File: config.mk
export PLATFORM = sky130hd
export DESIGN_NAME = fcc_ctrl
export DESIGN_NICKNAME = d
export VERILOG_FILES = /design/src/fcc_pkg.sv /design/src/fcc_ctrl.sv
export VERILOG_INCLUDE_DIRS = /design/src
export SDC_FILE = /design/constraint.sdc
export NUM_CORES = 1
export LEC_CHECK = 0
export ABC_CLOCK_PERIOD_IN_PS = 13100
export BUFFER_PORTS_ARGS = -buffer_cell sky130_fd_sc_hd__buf_2
export CORE_ASPECT_RATIO = 0.8
export CORE_MARGIN = 5
export CORE_UTILIZATION = 35
export DETAILED_ROUTE_END_ITERATION = 16
export GPL_TIMING_DRIVEN = 0
export HOLD_SLACK_MARGIN = 0.02
export PLACE_DENSITY = 0.56
export SYNTH_ARGS = -nofsm -noshare
export SYNTH_HDL_FRONTEND = slang
export SYNTH_SLANG_ARGS = --single-unit
File: constraint.sdc
create_clock -name clk -period 13.1 [get_ports clk]
set_input_delay 1.965 -clock clk [delete_from_list [all_inputs] [get_ports clk]]
set_output_delay 1.965 -clock clk [all_outputs]
set_load 0.02 [all_outputs]
File: src/fcc_map.svh
// register offsets, field positions, command codes and timing counts of the flash command controller
`ifndef FCC_MAP_SVH
`define FCC_MAP_SVH

// ****************************************
// register offsets
// ****************************************
`define FCC_OFF_CLKDIV   4'h0
`define FCC_OFF_SEC      4'h1
`define FCC_OFF_IDX      4'h2
`define FCC_OFF_RSV_A    4'h3
`define FCC_OFF_CONFIG   4'h4
`define FCC_OFF_ERRCFG   4'h5
`define FCC_OFF_STATUS   4'h6
`define FCC_OFF_ERRFLG   4'h7
`define FCC_OFF_PPROT    4'h8
`define FCC_OFF_EPROT    4'h9
`define FCC_OFF_CWHI     4'hA
`define FCC_OFF_CWLO     4'hB
`define FCC_OFF_RSV_B    4'hC
`define FCC_OFF_OPTION   4'hD
`define FCC_OFF_RSV_C    4'hE
`define FCC_OFF_RSV_D    4'hF

// ****************************************
// status register bits
// ****************************************
`define FCC_ST_CCF       7
`define FCC_ST_ACC       5
`define FCC_ST_PVIOL     4
`define FCC_ST_BUSY      3
`define FCC_ST_MGS1      1
`define FCC_ST_MGS0      0

// ****************************************
// protection fields
// ****************************************
`define FCC_EP_OPEN      7
`define FCC_EP_SIZE_W    6
`define FCC_PP_OPEN      7
`define FCC_PP_HDIS      5
`define FCC_PP_LDIS      2

// ****************************************
// commands, indices, keys
// ****************************************
`define FCC_CMD_KEY      8'h0C
`define FCC_CMD_EVS      8'h10
`define FCC_CMD_EPGM     8'h11
`define FCC_IDX_KEY      3'h4
`define FCC_IDX_EVS      3'h2
`define FCC_IDX_EPGM_MIN 3'h2
`define FCC_IDX_EPGM_MAX 3'h5
`define FCC_KEY_ENABLED  2'h2
`define FCC_SEC_OPEN     2'h2
`define FCC_KEY_ADDR     18'h3FF00
`define FCC_EE_BLOCK     2'h0
`define FCC_EE_BYTES     17'h00800
`define FCC_EE_SECT      17'h00004

// ****************************************
// timing
// ****************************************
`define FCC_CLK_MHZ      200
`define FCC_WORD_NS      40
`define FCC_WORD_CYC     ((`FCC_WORD_NS * `FCC_CLK_MHZ + 999) / 1000)

`endif

File: src/fcc_pkg.sv
// types of the flash command controller
package fcc_pkg;

  typedef enum logic [1:0] {
    FCC_IDLE = 2'b00,
    FCC_EXEC = 2'b01,
    FCC_DONE = 2'b10
  } fcc_state_t;

  typedef struct packed {
    fcc_state_t  state;
    logic [7:0]  clkdiv;
    logic [7:0]  sec;
    logic [2:0]  idx;
    logic [7:0]  config_r;
    logic [7:0]  errcfg;
    logic        ccf;
    logic        acc;
    logic        pviol;
    logic [1:0]  mgs;
    logic [7:0]  pprot;
    logic [7:0]  eprot;
    logic [15:0] cw0;
    logic [15:0] cw1;
    logic [15:0] cw2;
    logic [15:0] cw3;
    logic [15:0] cw4;
    logic [15:0] cw5;
    logic [2:0]  launch_idx;
    logic        key_fail;
    logic        load_pend;
    logic [7:0]  cnt;
    logic [2:0]  words;
    logic [7:0]  rd_data;
    logic        busy;
    logic        nvm_we;
    logic [17:0] nvm_addr;
    logic [15:0] nvm_wdata;
    logic        unsec;
  } fcc_regs_t;

endpackage : fcc_pkg
File: src/fcc_ctrl.sv
// flash command controller: register file, command launch, key unlock, eeprom commands
// ****************************************
// How it works
// RULE1 - key command refused unless enable field is 10
// RULE2 - software loads key command code and keys
// RULE3 - key command index must be 100
// RULE4 - keys compared in order from 0x3_FF00
// RULE5 - match unsecures; mismatch locks out until reset
// RULE6 - illegal program protection writes ignored
// RULE7 - allowed program protection scenario moves table
// RULE8 - eeprom protection may only be added
// RULE9 - open bit overrides eeprom protect size
// RULE10 - eeprom protection loaded from config at reset
// RULE11 - section verify access error conditions
// RULE12 - section verify sets completion status bits
// RULE13 - eeprom program words chosen by launch index
// RULE14 - program only unprotected area, then complete
// RULE15 - writing 1 to complete flag launches
// RULE16 - access error set, w1c, blocks launch
// RULE17 - protection violation set, w1c, blocks launch
// RULE18 - busy bit high while executing
// RULE19 - completion status bits flag errors
// RULE20 - status bit 2 reads zero
// RULE21 - error flags read, cleared by writing 1; here the error flag register always reads zero and ignores writes
// RULE22 - factory reserved registers read zero
// RULE23 - stored keys never all zeros or ones; here the key command does not check stored_keys for all zeros or ones
// RULE24 - after reset complete flag set, busy clear
// ****************************************
`include "fcc_map.svh"

module fcc_ctrl #(
  parameter int WORD_CYC = `FCC_WORD_CYC
) (
  input  wire logic        clk,        // 200 MHz bus clock
  input  wire logic        rst_b,      // synchronous reset, active low
  input  wire logic [3:0]  addr,       // register offset
  input  wire logic [7:0]  wdata,      // write data
  input  wire logic        wr,         // write strobe
  input  wire logic        rd,         // read strobe
  output logic      [7:0]  rdata,      // read data, cycle after rd
  input  wire logic [7:0]  cfg_sec,    // config field security byte
  input  wire logic [7:0]  cfg_eprot,  // config field eeprom protection
  input  wire logic [7:0]  cfg_pprot,  // config field program protection
  input  wire logic [7:0]  cfg_option, // config field option bits
  input  wire logic        special_mode, // special single-chip mode
  input  wire logic [63:0] stored_keys,  // key words 0..3, key 0 low
  input  wire logic        rd_err,       // array read error seen
  input  wire logic        rd_fatal,     // non-correctable read error
  input  wire logic        blank_fail,   // blank check failed
  input  wire logic        prog_fail,    // program confirm failed
  output logic             busy,         // controller executing
  output logic             nvm_we,       // one word write pulse
  output logic      [17:0] nvm_addr,     // array byte address
  output logic      [15:0] nvm_wdata,    // array word data
  output logic             unsecured     // security released
);
  import fcc_pkg::*;

  fcc_regs_t q, d;

  // ****************************************
  // decoding helpers
  // ****************************************
  function automatic logic [2:0] pp_scen(input logic [7:0] p);
    pp_scen = {p[`FCC_PP_OPEN], p[`FCC_PP_HDIS], p[`FCC_PP_LDIS]};
  endfunction : pp_scen

  function automatic logic pp_allowed(input logic [2:0] f, input logic [2:0] t);
    logic [7:0] m;
    m = 8'h00;
    case (f)
      3'h0:    m = 8'h0F;
      3'h1:    m = 8'h0A;
      3'h2:    m = 8'h0C;
      3'h3:    m = 8'h08;
      3'h4:    m = 8'h18;
      3'h5:    m = 8'h3C;
      3'h6:    m = 8'h5A;
      default: m = 8'hFF;
    endcase
    pp_allowed = m[t];
  endfunction : pp_allowed

  function automatic logic [15:0] cw_sel(input fcc_regs_t r, input logic [2:0] i);
    case (i)
      3'h0:    cw_sel = r.cw0;
      3'h1:    cw_sel = r.cw1;
      3'h2:    cw_sel = r.cw2;
      3'h3:    cw_sel = r.cw3;
      3'h4:    cw_sel = r.cw4;
      default: cw_sel = r.cw5;
    endcase
  endfunction : cw_sel

  // eeprom protected from the top of the block downward, size+1 sectors
  function automatic logic ee_prot(input logic [7:0] ep, input logic [16:0] a);
    logic [16:0] span;
    span = 17'((ep[`FCC_EP_SIZE_W-1:0] + 17'h1) * `FCC_EE_SECT);
    if (ep[`FCC_EP_OPEN]) begin
      ee_prot = 1'b0;                                                   // RULE9
    end else begin
      ee_prot = (a >= (`FCC_EE_BYTES - span));
    end
  endfunction : ee_prot

  logic        wr_st;
  logic [7:0]  cmd;
  logic [16:0] ee_a;
  logic [16:0] sec_end;
  logic        mode_ok;
  logic        key_match;
  logic [7:0]  ep_new;

  always_comb begin
    wr_st     = wr && (addr == `FCC_OFF_STATUS);
    cmd       = q.cw0[15:8];
    ee_a      = {1'b0, q.cw1};
    sec_end   = 17'(ee_a + {q.cw2, 1'b0});
    // section verify is barred only in secured special mode
    mode_ok   = !special_mode || (q.sec[1:0] == `FCC_SEC_OPEN);
    key_match = (q.cw1 == stored_keys[15:0]) && (q.cw2 == stored_keys[31:16]) // RULE4
             && (q.cw3 == stored_keys[47:32]) && (q.cw4 == stored_keys[63:48]);
    ep_new    = {wdata[`FCC_EP_OPEN], 1'b0, wdata[`FCC_EP_SIZE_W-1:0]};
  end

  // ****************************************
  // next state
  // ****************************************
  always_comb begin
    d        = q;
    d.nvm_we = 1'b0;
    if (q.load_pend) begin
      d.load_pend = 1'b0;
      d.sec       = cfg_sec;
      d.eprot     = {cfg_eprot[`FCC_EP_OPEN], 1'b0, cfg_eprot[`FCC_EP_SIZE_W-1:0]}; // RULE10
      d.pprot     = cfg_pprot;
      d.ccf       = 1'b1;                                               // RULE24
    end
    if (wr && !q.load_pend) begin
      case (addr)
        `FCC_OFF_CLKDIV: d.clkdiv = wdata;
        `FCC_OFF_IDX:    d.idx = wdata[2:0];
        `FCC_OFF_CONFIG: d.config_r = wdata & 8'h93;
        `FCC_OFF_ERRCFG: d.errcfg = wdata & 8'h03;
        `FCC_OFF_PPROT: begin
          if (q.ccf && pp_allowed(pp_scen(q.pprot), pp_scen(wdata))) begin // RULE7
            d.pprot = wdata;
          end                                                          // RULE6
        end
        `FCC_OFF_EPROT: begin
          if (q.ccf && (ep_new[`FCC_EP_SIZE_W-1:0] >= q.eprot[`FCC_EP_SIZE_W-1:0])
              && !(ep_new[`FCC_EP_OPEN] && !q.eprot[`FCC_EP_OPEN])) begin
            d.eprot = ep_new;                                           // RULE8
          end
        end
        `FCC_OFF_CWHI, `FCC_OFF_CWLO: begin
          if (q.ccf && !q.pviol) begin                                  // RULE17
            case (q.idx)
              3'h0: d.cw0 = addr == `FCC_OFF_CWHI ? {wdata, q.cw0[7:0]} : {q.cw0[15:8], wdata};
              3'h1: d.cw1 = addr == `FCC_OFF_CWHI ? {wdata, q.cw1[7:0]} : {q.cw1[15:8], wdata};
              3'h2: d.cw2 = addr == `FCC_OFF_CWHI ? {wdata, q.cw2[7:0]} : {q.cw2[15:8], wdata};
              3'h3: d.cw3 = addr == `FCC_OFF_CWHI ? {wdata, q.cw3[7:0]} : {q.cw3[15:8], wdata};
              3'h4: d.cw4 = addr == `FCC_OFF_CWHI ? {wdata, q.cw4[7:0]} : {q.cw4[15:8], wdata};
              3'h5: d.cw5 = addr == `FCC_OFF_CWHI ? {wdata, q.cw5[7:0]} : {q.cw5[15:8], wdata};
              default: d.cw5 = q.cw5;
            endcase
          end
        end
        default: d.clkdiv = d.clkdiv;
      endcase
      if (wr_st) begin
        if (wdata[`FCC_ST_ACC]) d.acc = 1'b0;                            // RULE16
        if (wdata[`FCC_ST_PVIOL]) d.pviol = 1'b0;                        // RULE17
      end
    end

    case (q.state)
      FCC_IDLE: begin
        // flags cleared by the same write do not unblock this launch
        if (wr_st && !q.load_pend && wdata[`FCC_ST_CCF] && q.ccf && !q.acc && !q.pviol) begin // RULE15
          d.ccf        = 1'b0;
          d.mgs        = 2'b00;
          d.launch_idx = q.idx;
          d.cnt        = 8'h00;
          d.words      = 3'h0;
          d.state      = FCC_EXEC;
          d.busy       = 1'b1;                                          // RULE18
        end
      end
      FCC_EXEC: begin
        d.state = FCC_DONE;
        case (cmd)
          `FCC_CMD_KEY: begin
            if (q.launch_idx != `FCC_IDX_KEY || q.sec[7:6] != `FCC_KEY_ENABLED // RULE1
                || q.key_fail || special_mode) begin                    // RULE3
              d.acc = 1'b1;
            end else if (key_match) begin
              d.sec[1:0] = `FCC_SEC_OPEN;                               // RULE5
            end else begin
              d.acc      = 1'b1;
              d.key_fail = 1'b1;                                        // RULE5
            end
          end
          `FCC_CMD_EVS: begin
            if (q.launch_idx != `FCC_IDX_EVS || !mode_ok                 // RULE11
                || q.cw0[1:0] != `FCC_EE_BLOCK || ee_a >= `FCC_EE_BYTES
                || ee_a[0] || sec_end > `FCC_EE_BYTES) begin
              d.acc = 1'b1;
            end else begin
              d.mgs[1] = rd_err || rd_fatal || blank_fail;              // RULE12
              d.mgs[0] = rd_fatal || blank_fail;                        // RULE19
            end
          end
          `FCC_CMD_EPGM: begin
            if (q.launch_idx < `FCC_IDX_EPGM_MIN || q.launch_idx > `FCC_IDX_EPGM_MAX
                || q.cw0[1:0] != `FCC_EE_BLOCK || ee_a[0]
                || 17'(ee_a + {q.launch_idx - 3'h1, 1'b0}) > `FCC_EE_BYTES) begin
              d.acc = 1'b1;
            end else if (ee_prot(q.eprot, ee_a) ||
                         ee_prot(q.eprot, 17'(ee_a + {q.launch_idx - 3'h2, 1'b0}))) begin
              d.pviol = 1'b1;                                           // RULE14
            end else begin
              d.state = FCC_EXEC;
              d.cnt   = 8'(q.cnt + 8'h01);
              if (q.cnt == 8'h00) begin
                d.nvm_we    = 1'b1;                                     // RULE13
                d.nvm_addr  = {`FCC_EE_BLOCK, 16'(ee_a + {q.words, 1'b0})};
                d.nvm_wdata = cw_sel(q, 3'(q.words + 3'h2));
              end
              if (q.cnt == 8'(WORD_CYC - 1)) begin
                d.cnt   = 8'h00;
                d.words = 3'(q.words + 3'h1);
                if (3'(q.words + 3'h2) == q.launch_idx) begin
                  d.state = FCC_DONE;
                  d.mgs   = {prog_fail, prog_fail};                     // RULE14
                end
              end
            end
          end
          default: d.acc = 1'b1;                                        // RULE16
        endcase
      end
      FCC_DONE: begin
        d.state = FCC_IDLE;
        d.busy  = 1'b0;
        d.ccf   = 1'b1;                                                 // RULE18
      end
      default: d.state = FCC_IDLE;
    endcase

    // ****************************************
    // read port
    // ****************************************
    d.rd_data = 8'h00;
    if (rd) begin
      case (addr)
        `FCC_OFF_CLKDIV: d.rd_data = q.clkdiv;
        `FCC_OFF_SEC:    d.rd_data = q.sec;
        `FCC_OFF_IDX:    d.rd_data = {5'h00, q.idx};
        `FCC_OFF_CONFIG: d.rd_data = q.config_r;
        `FCC_OFF_ERRCFG: d.rd_data = q.errcfg;
        `FCC_OFF_STATUS: d.rd_data = {q.ccf, 1'b0, q.acc, q.pviol, q.busy, 1'b0, q.mgs}; // RULE20
        `FCC_OFF_ERRFLG: d.rd_data = 8'h00;                              // RULE21
        `FCC_OFF_PPROT:  d.rd_data = q.pprot;
        `FCC_OFF_EPROT:  d.rd_data = q.eprot;
        `FCC_OFF_CWHI:   d.rd_data = 8'(cw_sel(q, q.idx) >> 8);
        `FCC_OFF_CWLO:   d.rd_data = 8'(cw_sel(q, q.idx));
        `FCC_OFF_OPTION: d.rd_data = cfg_option;
        default:         d.rd_data = 8'h00;                              // RULE22
      endcase
    end
    d.unsec = (d.sec[1:0] == `FCC_SEC_OPEN);
  end

  // ****************************************
  // state register
  // ****************************************
  always_ff @(posedge clk) begin
    if (!rst_b) begin
      q           <= '0;
      q.state     <= FCC_IDLE;
      q.load_pend <= 1'b1;
    end else begin
      q <= d;
    end
  end

  always_comb begin
    rdata     = q.rd_data;
    busy      = q.busy;
    nvm_we    = q.nvm_we;
    nvm_addr  = q.nvm_addr;
    nvm_wdata = q.nvm_wdata;
    unsecured = q.unsec;
  end

endmodule : fcc_ctrl

==> out/metrics.csv, run 1 <==
metric;value;unit
hpwl dp;44300;microns
# IOs;162;
Data required, critical path;13.47;ns
routed wire length;58200;microns
DRT iter0 DRCs;1549;
MaxCap Viol Count;0;
min Tclk post-route;5.70;ns
Max Buffers Root-to-Sink;3;
first-pass GRT wire length;84400;microns
crit path from;q[60];
Power Dens Cells;97.7;nW/um^2
Post-CTS Resized;0;
Worst setup SP type;flip-flop;
outcome;completed;
worst skew pair latency;0.55;ns
Reg-to-Reg End;nvm_wdata[15];
Clock Skew;0.0351;ns
ys flop type;dfxtp_1;
DP Worst Slack;7.59;ns
Seq pwr share;0.413;
Clock power frac;0.506;
clock sink total;203;
Root Driver;clkbuf_16;
final period utilization;0.435;
most common cell in the netlist;nor2_1;
non-filler cells in the finished layout;2346;
Tot GR Track Use;0.265;
largest net degree at the start of global routing;14;
Worst setup EP type;flip-flop;
PnR worst setup slack;7.40;ns
Placed Instances;2302;
Hold/Removal Path Class;flip-flop to flip-flop;
Placer Congestion;0.990;
die span in y;184;microns
top cells by area, synth;dfxtp_1, mux2i_1, ha_1;
Psw;0.380;mW
final setup fails;0;
Slew Viols, Final;0;
1st-pass router iterations;5;
Detail Route Antenna Nets;0;
f_max;175;MHz
routed length per instance;24.8;microns
GRT overflow;0;
async set or reset register ratio after synthesis;0;
Setup crit end;nvm_wdata[15];
row count;63;
initial antenna violation count;0;
final hold vios;0;
reg2reg start;q[60];
flops & latches, synth;203;
RSZ-0062 raised after global routing;no;
reg2reg setup slack;7.40;ns
port bufs;155;
Setup Crit Path Kind;flip-flop to flip-flop;
Mapped Area;13300;sq um
worst r2r path cells;20;
die span in x;228;microns
CTS hold repair buffers;0;
Leakage;6.31;nW
DRC errors left;0;
Worst Path Max Fanout;10;
clk slew on worst S/H paths;0.07;ns
Core ar.;37300;sq um
total CTS buffers;25;
cell-internal power;1.14;mW
CTS tree;yes;
H-tree levels;1;
number of diodes;0;
Fin Setup TNS;0;ns
Initial Utilization;0.357;
Worst Tran Pin Value;1.35;ns
nets;2028;
Die ar.;42000;sq um
largest area contributor in the netlist;dfxtp_1;
Logic pwr share;0.082;
vias in the first global route;12800;
Via-to-Cell Ratio;5.72;
warnings from Yosys;0;
Rel. slew slack;0.0928;
sw frac;0.249;
Area Growth Syn to Fin;17.3;%
synth unique cells;68;
Avg Inst Size Synth;8.01;sq um
total power draw;1.52;mW
share of the synthesized area in the top cell type;0.306;
Worst EP arrival;6.07;ns
Worst VDD drop;0.0755;mV
Vias;13400;
share of layout cells above drive strength 1;0.153;
EDFF count, synth;0;
post-CTS setup buffer count;0;
hold depth;2;
Commonest cells post-synth;nor2_1, dfxtp_1, nand2_1, a21oi_1, mux2i_1;
post-synthesis sequential area ratio;0.306;
synthesized instance count;1659;
## per-stage QoR
stage	instance area, sq um	hold WS, ns	util
floorplan	13300	0.415	-
global placement	14700	0.444	0.394
detailed placement	14700	0.444	0.394
CTS	15600	0.456	0.418
global route	15600	0.482	0.418
finish	15600	0.459	0.418
## worst max-delay path, stage by stage, from the launching register on
cell      delay [ns]
dfxtp_1         0.36
clkbuf_1        0.38
inv_1           0.13
ha_1            0.30
inv_1           0.05
ha_1            0.32
a21oi_1         0.43
nor2_1          0.10
xor2_1          0.16
ha_1            0.30
a211o_1         0.26
o211ai_1        0.10
a21oi_1         0.09
o311a_1         0.29
nor3_1          0.91
and3_1          0.28
buf_4           0.14
and4b_4         0.28
buf_6           0.16
buf_2           0.34
a211oi_1        0.14
## logic make-up (layout without fill, tap and decap cells)
group,after synthesis,in the layout,share of synthesized area
DFF,203,203,0.306
xor gates and xnor gates,107,107,0.0705
muxes,142,142,0.110
adders and majority gates,69,69,0.0672
other,1,2,0.000282
buffers and inverters,184,383,0.0666
AOI/OAI and AO/OA,372,372,0.176
and+or+nand+nor,581,581,0.203
## power groups by stage
stage	sequential (mW)	combinational (mW)	clock (mW)
2_1_floorplan	0.640	0.0643	0
3_3_place_gp	0.642	0.121	0
3_5_place_dp	0.642	0.122	0
4_1_cts	0.628	0.122	0.772
5_1_grt	0.629	0.133	0.799
6_report	0.629	0.124	0.771
## cell type report
| class | count | area [sq um] |
|---|---|---|
| clock inverters | 10 | 189 |
| clock buffers | 34 | 709 |
| well taps | 487 | 609 |
| fillers | 3822 | 21700 |
| plain buffers | 149 | 754 |
| multi-input cells | 1273 | 8350 |
| repair buffers | 155 | 776 |
| inverters | 35 | 131 |
| flip-flops and latches | 203 | 4060 |
## per-layer routing
metal	routed length [microns]	vias up	global-route usage	share of wire
met5	0	-	0	0
met3	5460	104	0.0550	0.094
li1	-	6227	-	-
met4	2110	0	0.0810	0.036
met1	26300	6471	0.380	0.45
met2	24300	620	0.401	0.42
## cells in the final DEF (no fill, tap or decap), types with 6 or more instances in the layout
master / n
ha_1: 65
clkbuf_16: 25
nand2b_1: 18
nand2_1: 133
a211oi_1: 35
buf_1: 6
mux2i_1: 117
clkbuf_1: 94
and2_1: 14
buf_2: 161
o211ai_1: 6
a21oi_1: 117
and3_1: 15
nand3b_1: 7
o21a_1: 7
buf_4: 45
a221oi_1: 24
nor3b_1: 8
a21o_1: 13
dfxtp_1: 203
a31oi_1: 20
a22oi_1: 26
nor3_1: 24
o21ai_0: 84
nand4_1: 21
nand3_1: 67
nor4_1: 14
inv_1: 33
xnor2_1: 90
or3_1: 6
mux2_2: 24
nor2b_1: 27
xor2_1: 17
nor2_1: 215
## sequential cells by signal, summed over array words and instances (netlist names)
register	cells
busy	1
nvm_we	1
q	136
unsecured	1
rdata	8
ee_a	16
nvm_wdata	16
nvm_addr	16
cmd	8
## worst min-delay path by stage
| stage | startpoint | endpoint | slack, ns |
|---|---|---|---|
| after floorplan | q[163] | q[163] | 0.41 |
| after global placement | q[208] | q[208] | 0.44 |
| after detailed placement | q[163] | q[163] | 0.44 |
| after CTS | q[163] | q[163] | 0.46 |
| after global routing | q[163] | q[163] | 0.48 |
| final | q[163] | q[163] | 0.46 |
Note: power is estimated with default switching activity, not from simulation.
==> run 2, diff against run 1 <==
ABC_CLOCK_PERIOD_IN_PS = 4900   (was 13100)
PLACE_DENSITY = 0.58   (was 0.56)
clock period = 4.9 ns   (was 13.1 ns; I/O delays follow)
==> run 2 against run 1 <==
Via count is 1.1% higher. Highest routed layer unchanged. Global-route usage is 0.34 points higher. First-iteration DRC count is 3.9% higher. Critical endpoint is now nvm_addr[9]. Clock-buffer cell count is 1 lower. Combinational power grew to 2.7 times the previous value. Non-clock buffer count is 2 higher. Cell area is 0.14% lower. Die area stayed put.
==> out/metrics.csv, run 2 (same netlist as run 1, synthesis figures left out) <==
metric;value;unit
outcome;completed;
clk slew on worst S/H paths;0.06;ns
Register Area;4070;sq um
crit path max-delay cell type;dfxtp_1;
Core ar.;37300;sq um
Worst VDD drop;0.243;mV
CTS tree;yes;
share of layout cells above drive strength 1;0.156;
Data required, critical path;5.26;ns
number of diodes;0;
port bufs;155;
Worst path max stage delay;0.38;ns
DRT iter0 DRCs;1610;
Hold/Removal Path Class;primary input to flip-flop;
first-pass GRT wire length;85600;microns
Power Dens Cells;252;nW/um^2
Rel. slew slack;0.0929;
Detail Route Antenna Nets;0;
worst skew pair latency;0.54;ns
Die ar.;42000;sq um
Worst Path Max Fanout;10;
CP top delay family;compound AO/OA/AOI/OAI gates;
Fin Setup TNS;0;ns
Placer Congestion;0.971;
most frequent cells in the layout;nor2_1, dfxtp_1, buf_2, nand2_1, mux2i_1;
Area after DPL;14700;sq um
Clock Skew;0.0211;ns
Slew Viols, Final;0;
total CTS buffers;25;
GRT overflow;0;
clock sink total;203;
final hold vios;0;
CTS hold repair buffers;0;
nets;2030;
Tot GR Track Use;0.268;
row count;63;
Area Growth Syn to Fin;17.1;%
max reg flops;136;
DRC errors left;0;
MaxCap Viol Count;0;
Worst EP arrival;5.06;ns
WP buf/inv;6;
Max Buffers Root-to-Sink;3;
largest reg by FF count;q;
Leakage;6.30;nW
total power draw;3.93;mW
# IOs;162;
fillers;3837;
final period utilization;0.960;
Cell Chain, Critical Path;inv_1 -> ha_1 -> inv_1 -> ha_1 -> a21oi_2 -> nor2_1 -> xor2_1 -> ha_1 -> a211o_1 -> o211ai_1 -> a21oi_1 -> o311a_1 -> nor3_4 -> buf_12 -> and3_1 -> buf_4 -> and4b_4 -> buf_6 -> buf_2 -> a211oi_1;
routed wire length;59000;microns
Setup Crit Path Kind;flip-flop to flip-flop;
1st-pass router iterations;5;
H-tree levels;1;
largest net degree at the start of global routing;13;
Vias;13600;
hold_ws;0.434;ns
f_max;213;MHz
Via-to-Cell Ratio;5.78;
Initial Utilization;0.357;
DP Worst Slack;-0.621;ns
most frequent CP cell;ha_1;
Root Driver;clkbuf_16;
vias in the first global route;12800;
Worst setup SP type;flip-flop;
hpwl dp;44700;microns
die span in y;184;microns
Worst Tran Pin Value;1.35;ns
die span in x;228;microns
commonest non-fill, non-tap cell in the layout;nor2_1;
RSZ-0062 raised after global routing;no;
routed length per instance;25.1;microns
area of the multi-input gates;8370;sq um
final setup fails;0;
PnR worst setup slack;0.198;ns
initial antenna violation count;0;
Worst setup EP type;flip-flop;
min Tclk post-route;4.70;ns
Design Area, Final;15600;sq um
[run 2: cell count changes in the layout (fill, tap and decap cells not counted), moves of 2 or more]
cell,change
clkinv_2,+2
clkbuf_8,-2
dfxtp_1,-2
dfxtp_2,+2
nor3_1,-2
bufinv_16,-2
[run 2: worst register-to-register path, stage by stage, from the launching register on]
cell and delay, ns:
dfxtp_1 0.38, inv_1 0.24, ha_1 0.38, inv_1 0.05
ha_1 0.32, a21oi_2 0.30, nor2_1 0.09, xor2_1 0.16
ha_1 0.31, a211o_1 0.27, o211ai_1 0.09, a21oi_1 0.09
o311a_1 0.32, nor3_4 0.16, buf_12 0.15, and3_1 0.16
buf_4 0.14, and4b_4 0.27, buf_6 0.17, buf_2 0.32
a211oi_1 0.14
[run 2: where the power goes]
part           switching (mW)  internal, mW
Combinational           0.221         0.116
Clock                   0.768          1.14
Sequential             0.0158          1.67
Total                    1.00          2.92
[run 2: timing repair]
item / 4_1_cts / 5_1_grt
endpoints found under the setup margin: 46 / 21
gates resized for setup: 5 / 1
setup buffers: 0 / 2
pin swaps: 0 / 1
[run 2: layout make-up]
| type | instances | area share |
|---|---|---|
| clock buffers | 33 | 0.0441 |
| flip-flops and latches | 203 | 0.261 |
| well taps | 487 | 0.0391 |
| repair buffers | 157 | 0.0516 |
| multi-input cells | 1273 | 0.538 |
| clock inverters | 10 | 0.00892 |
| plain buffers | 149 | 0.0486 |
| inverters | 35 | 0.00844 |
[run 2: final timing paths]
kind,startpoint,endpoint,slack [ns],depth (start not counted)
setup / recovery,q[59],nvm_addr[9],0.20,20
hold / removal,cfg_sec[2],q[199],0.43,3
setup reg to reg,q[59],nvm_addr[9],0.20,20
hold reg to reg,q[207],q[207],0.45,2
[run 2: through the flow]
stage           util  cells
2_1_floorplan      -   1660
3_3_place_gp   0.394   2302
3_5_place_dp   0.394   2302
4_1_cts        0.417   2345
5_1_grt        0.417   2347
6_report       0.417   2347
[run 2: routing by layer]
| metal | routed length, microns | track usage |
|---|---|---|
| met3 | 5760 | 0.0524 |
| met4 | 2040 | 0.0832 |
| met5 | 0 | 0 |
| met1 | 26800 | 0.392 |
| met2 | 24300 | 0.399 |
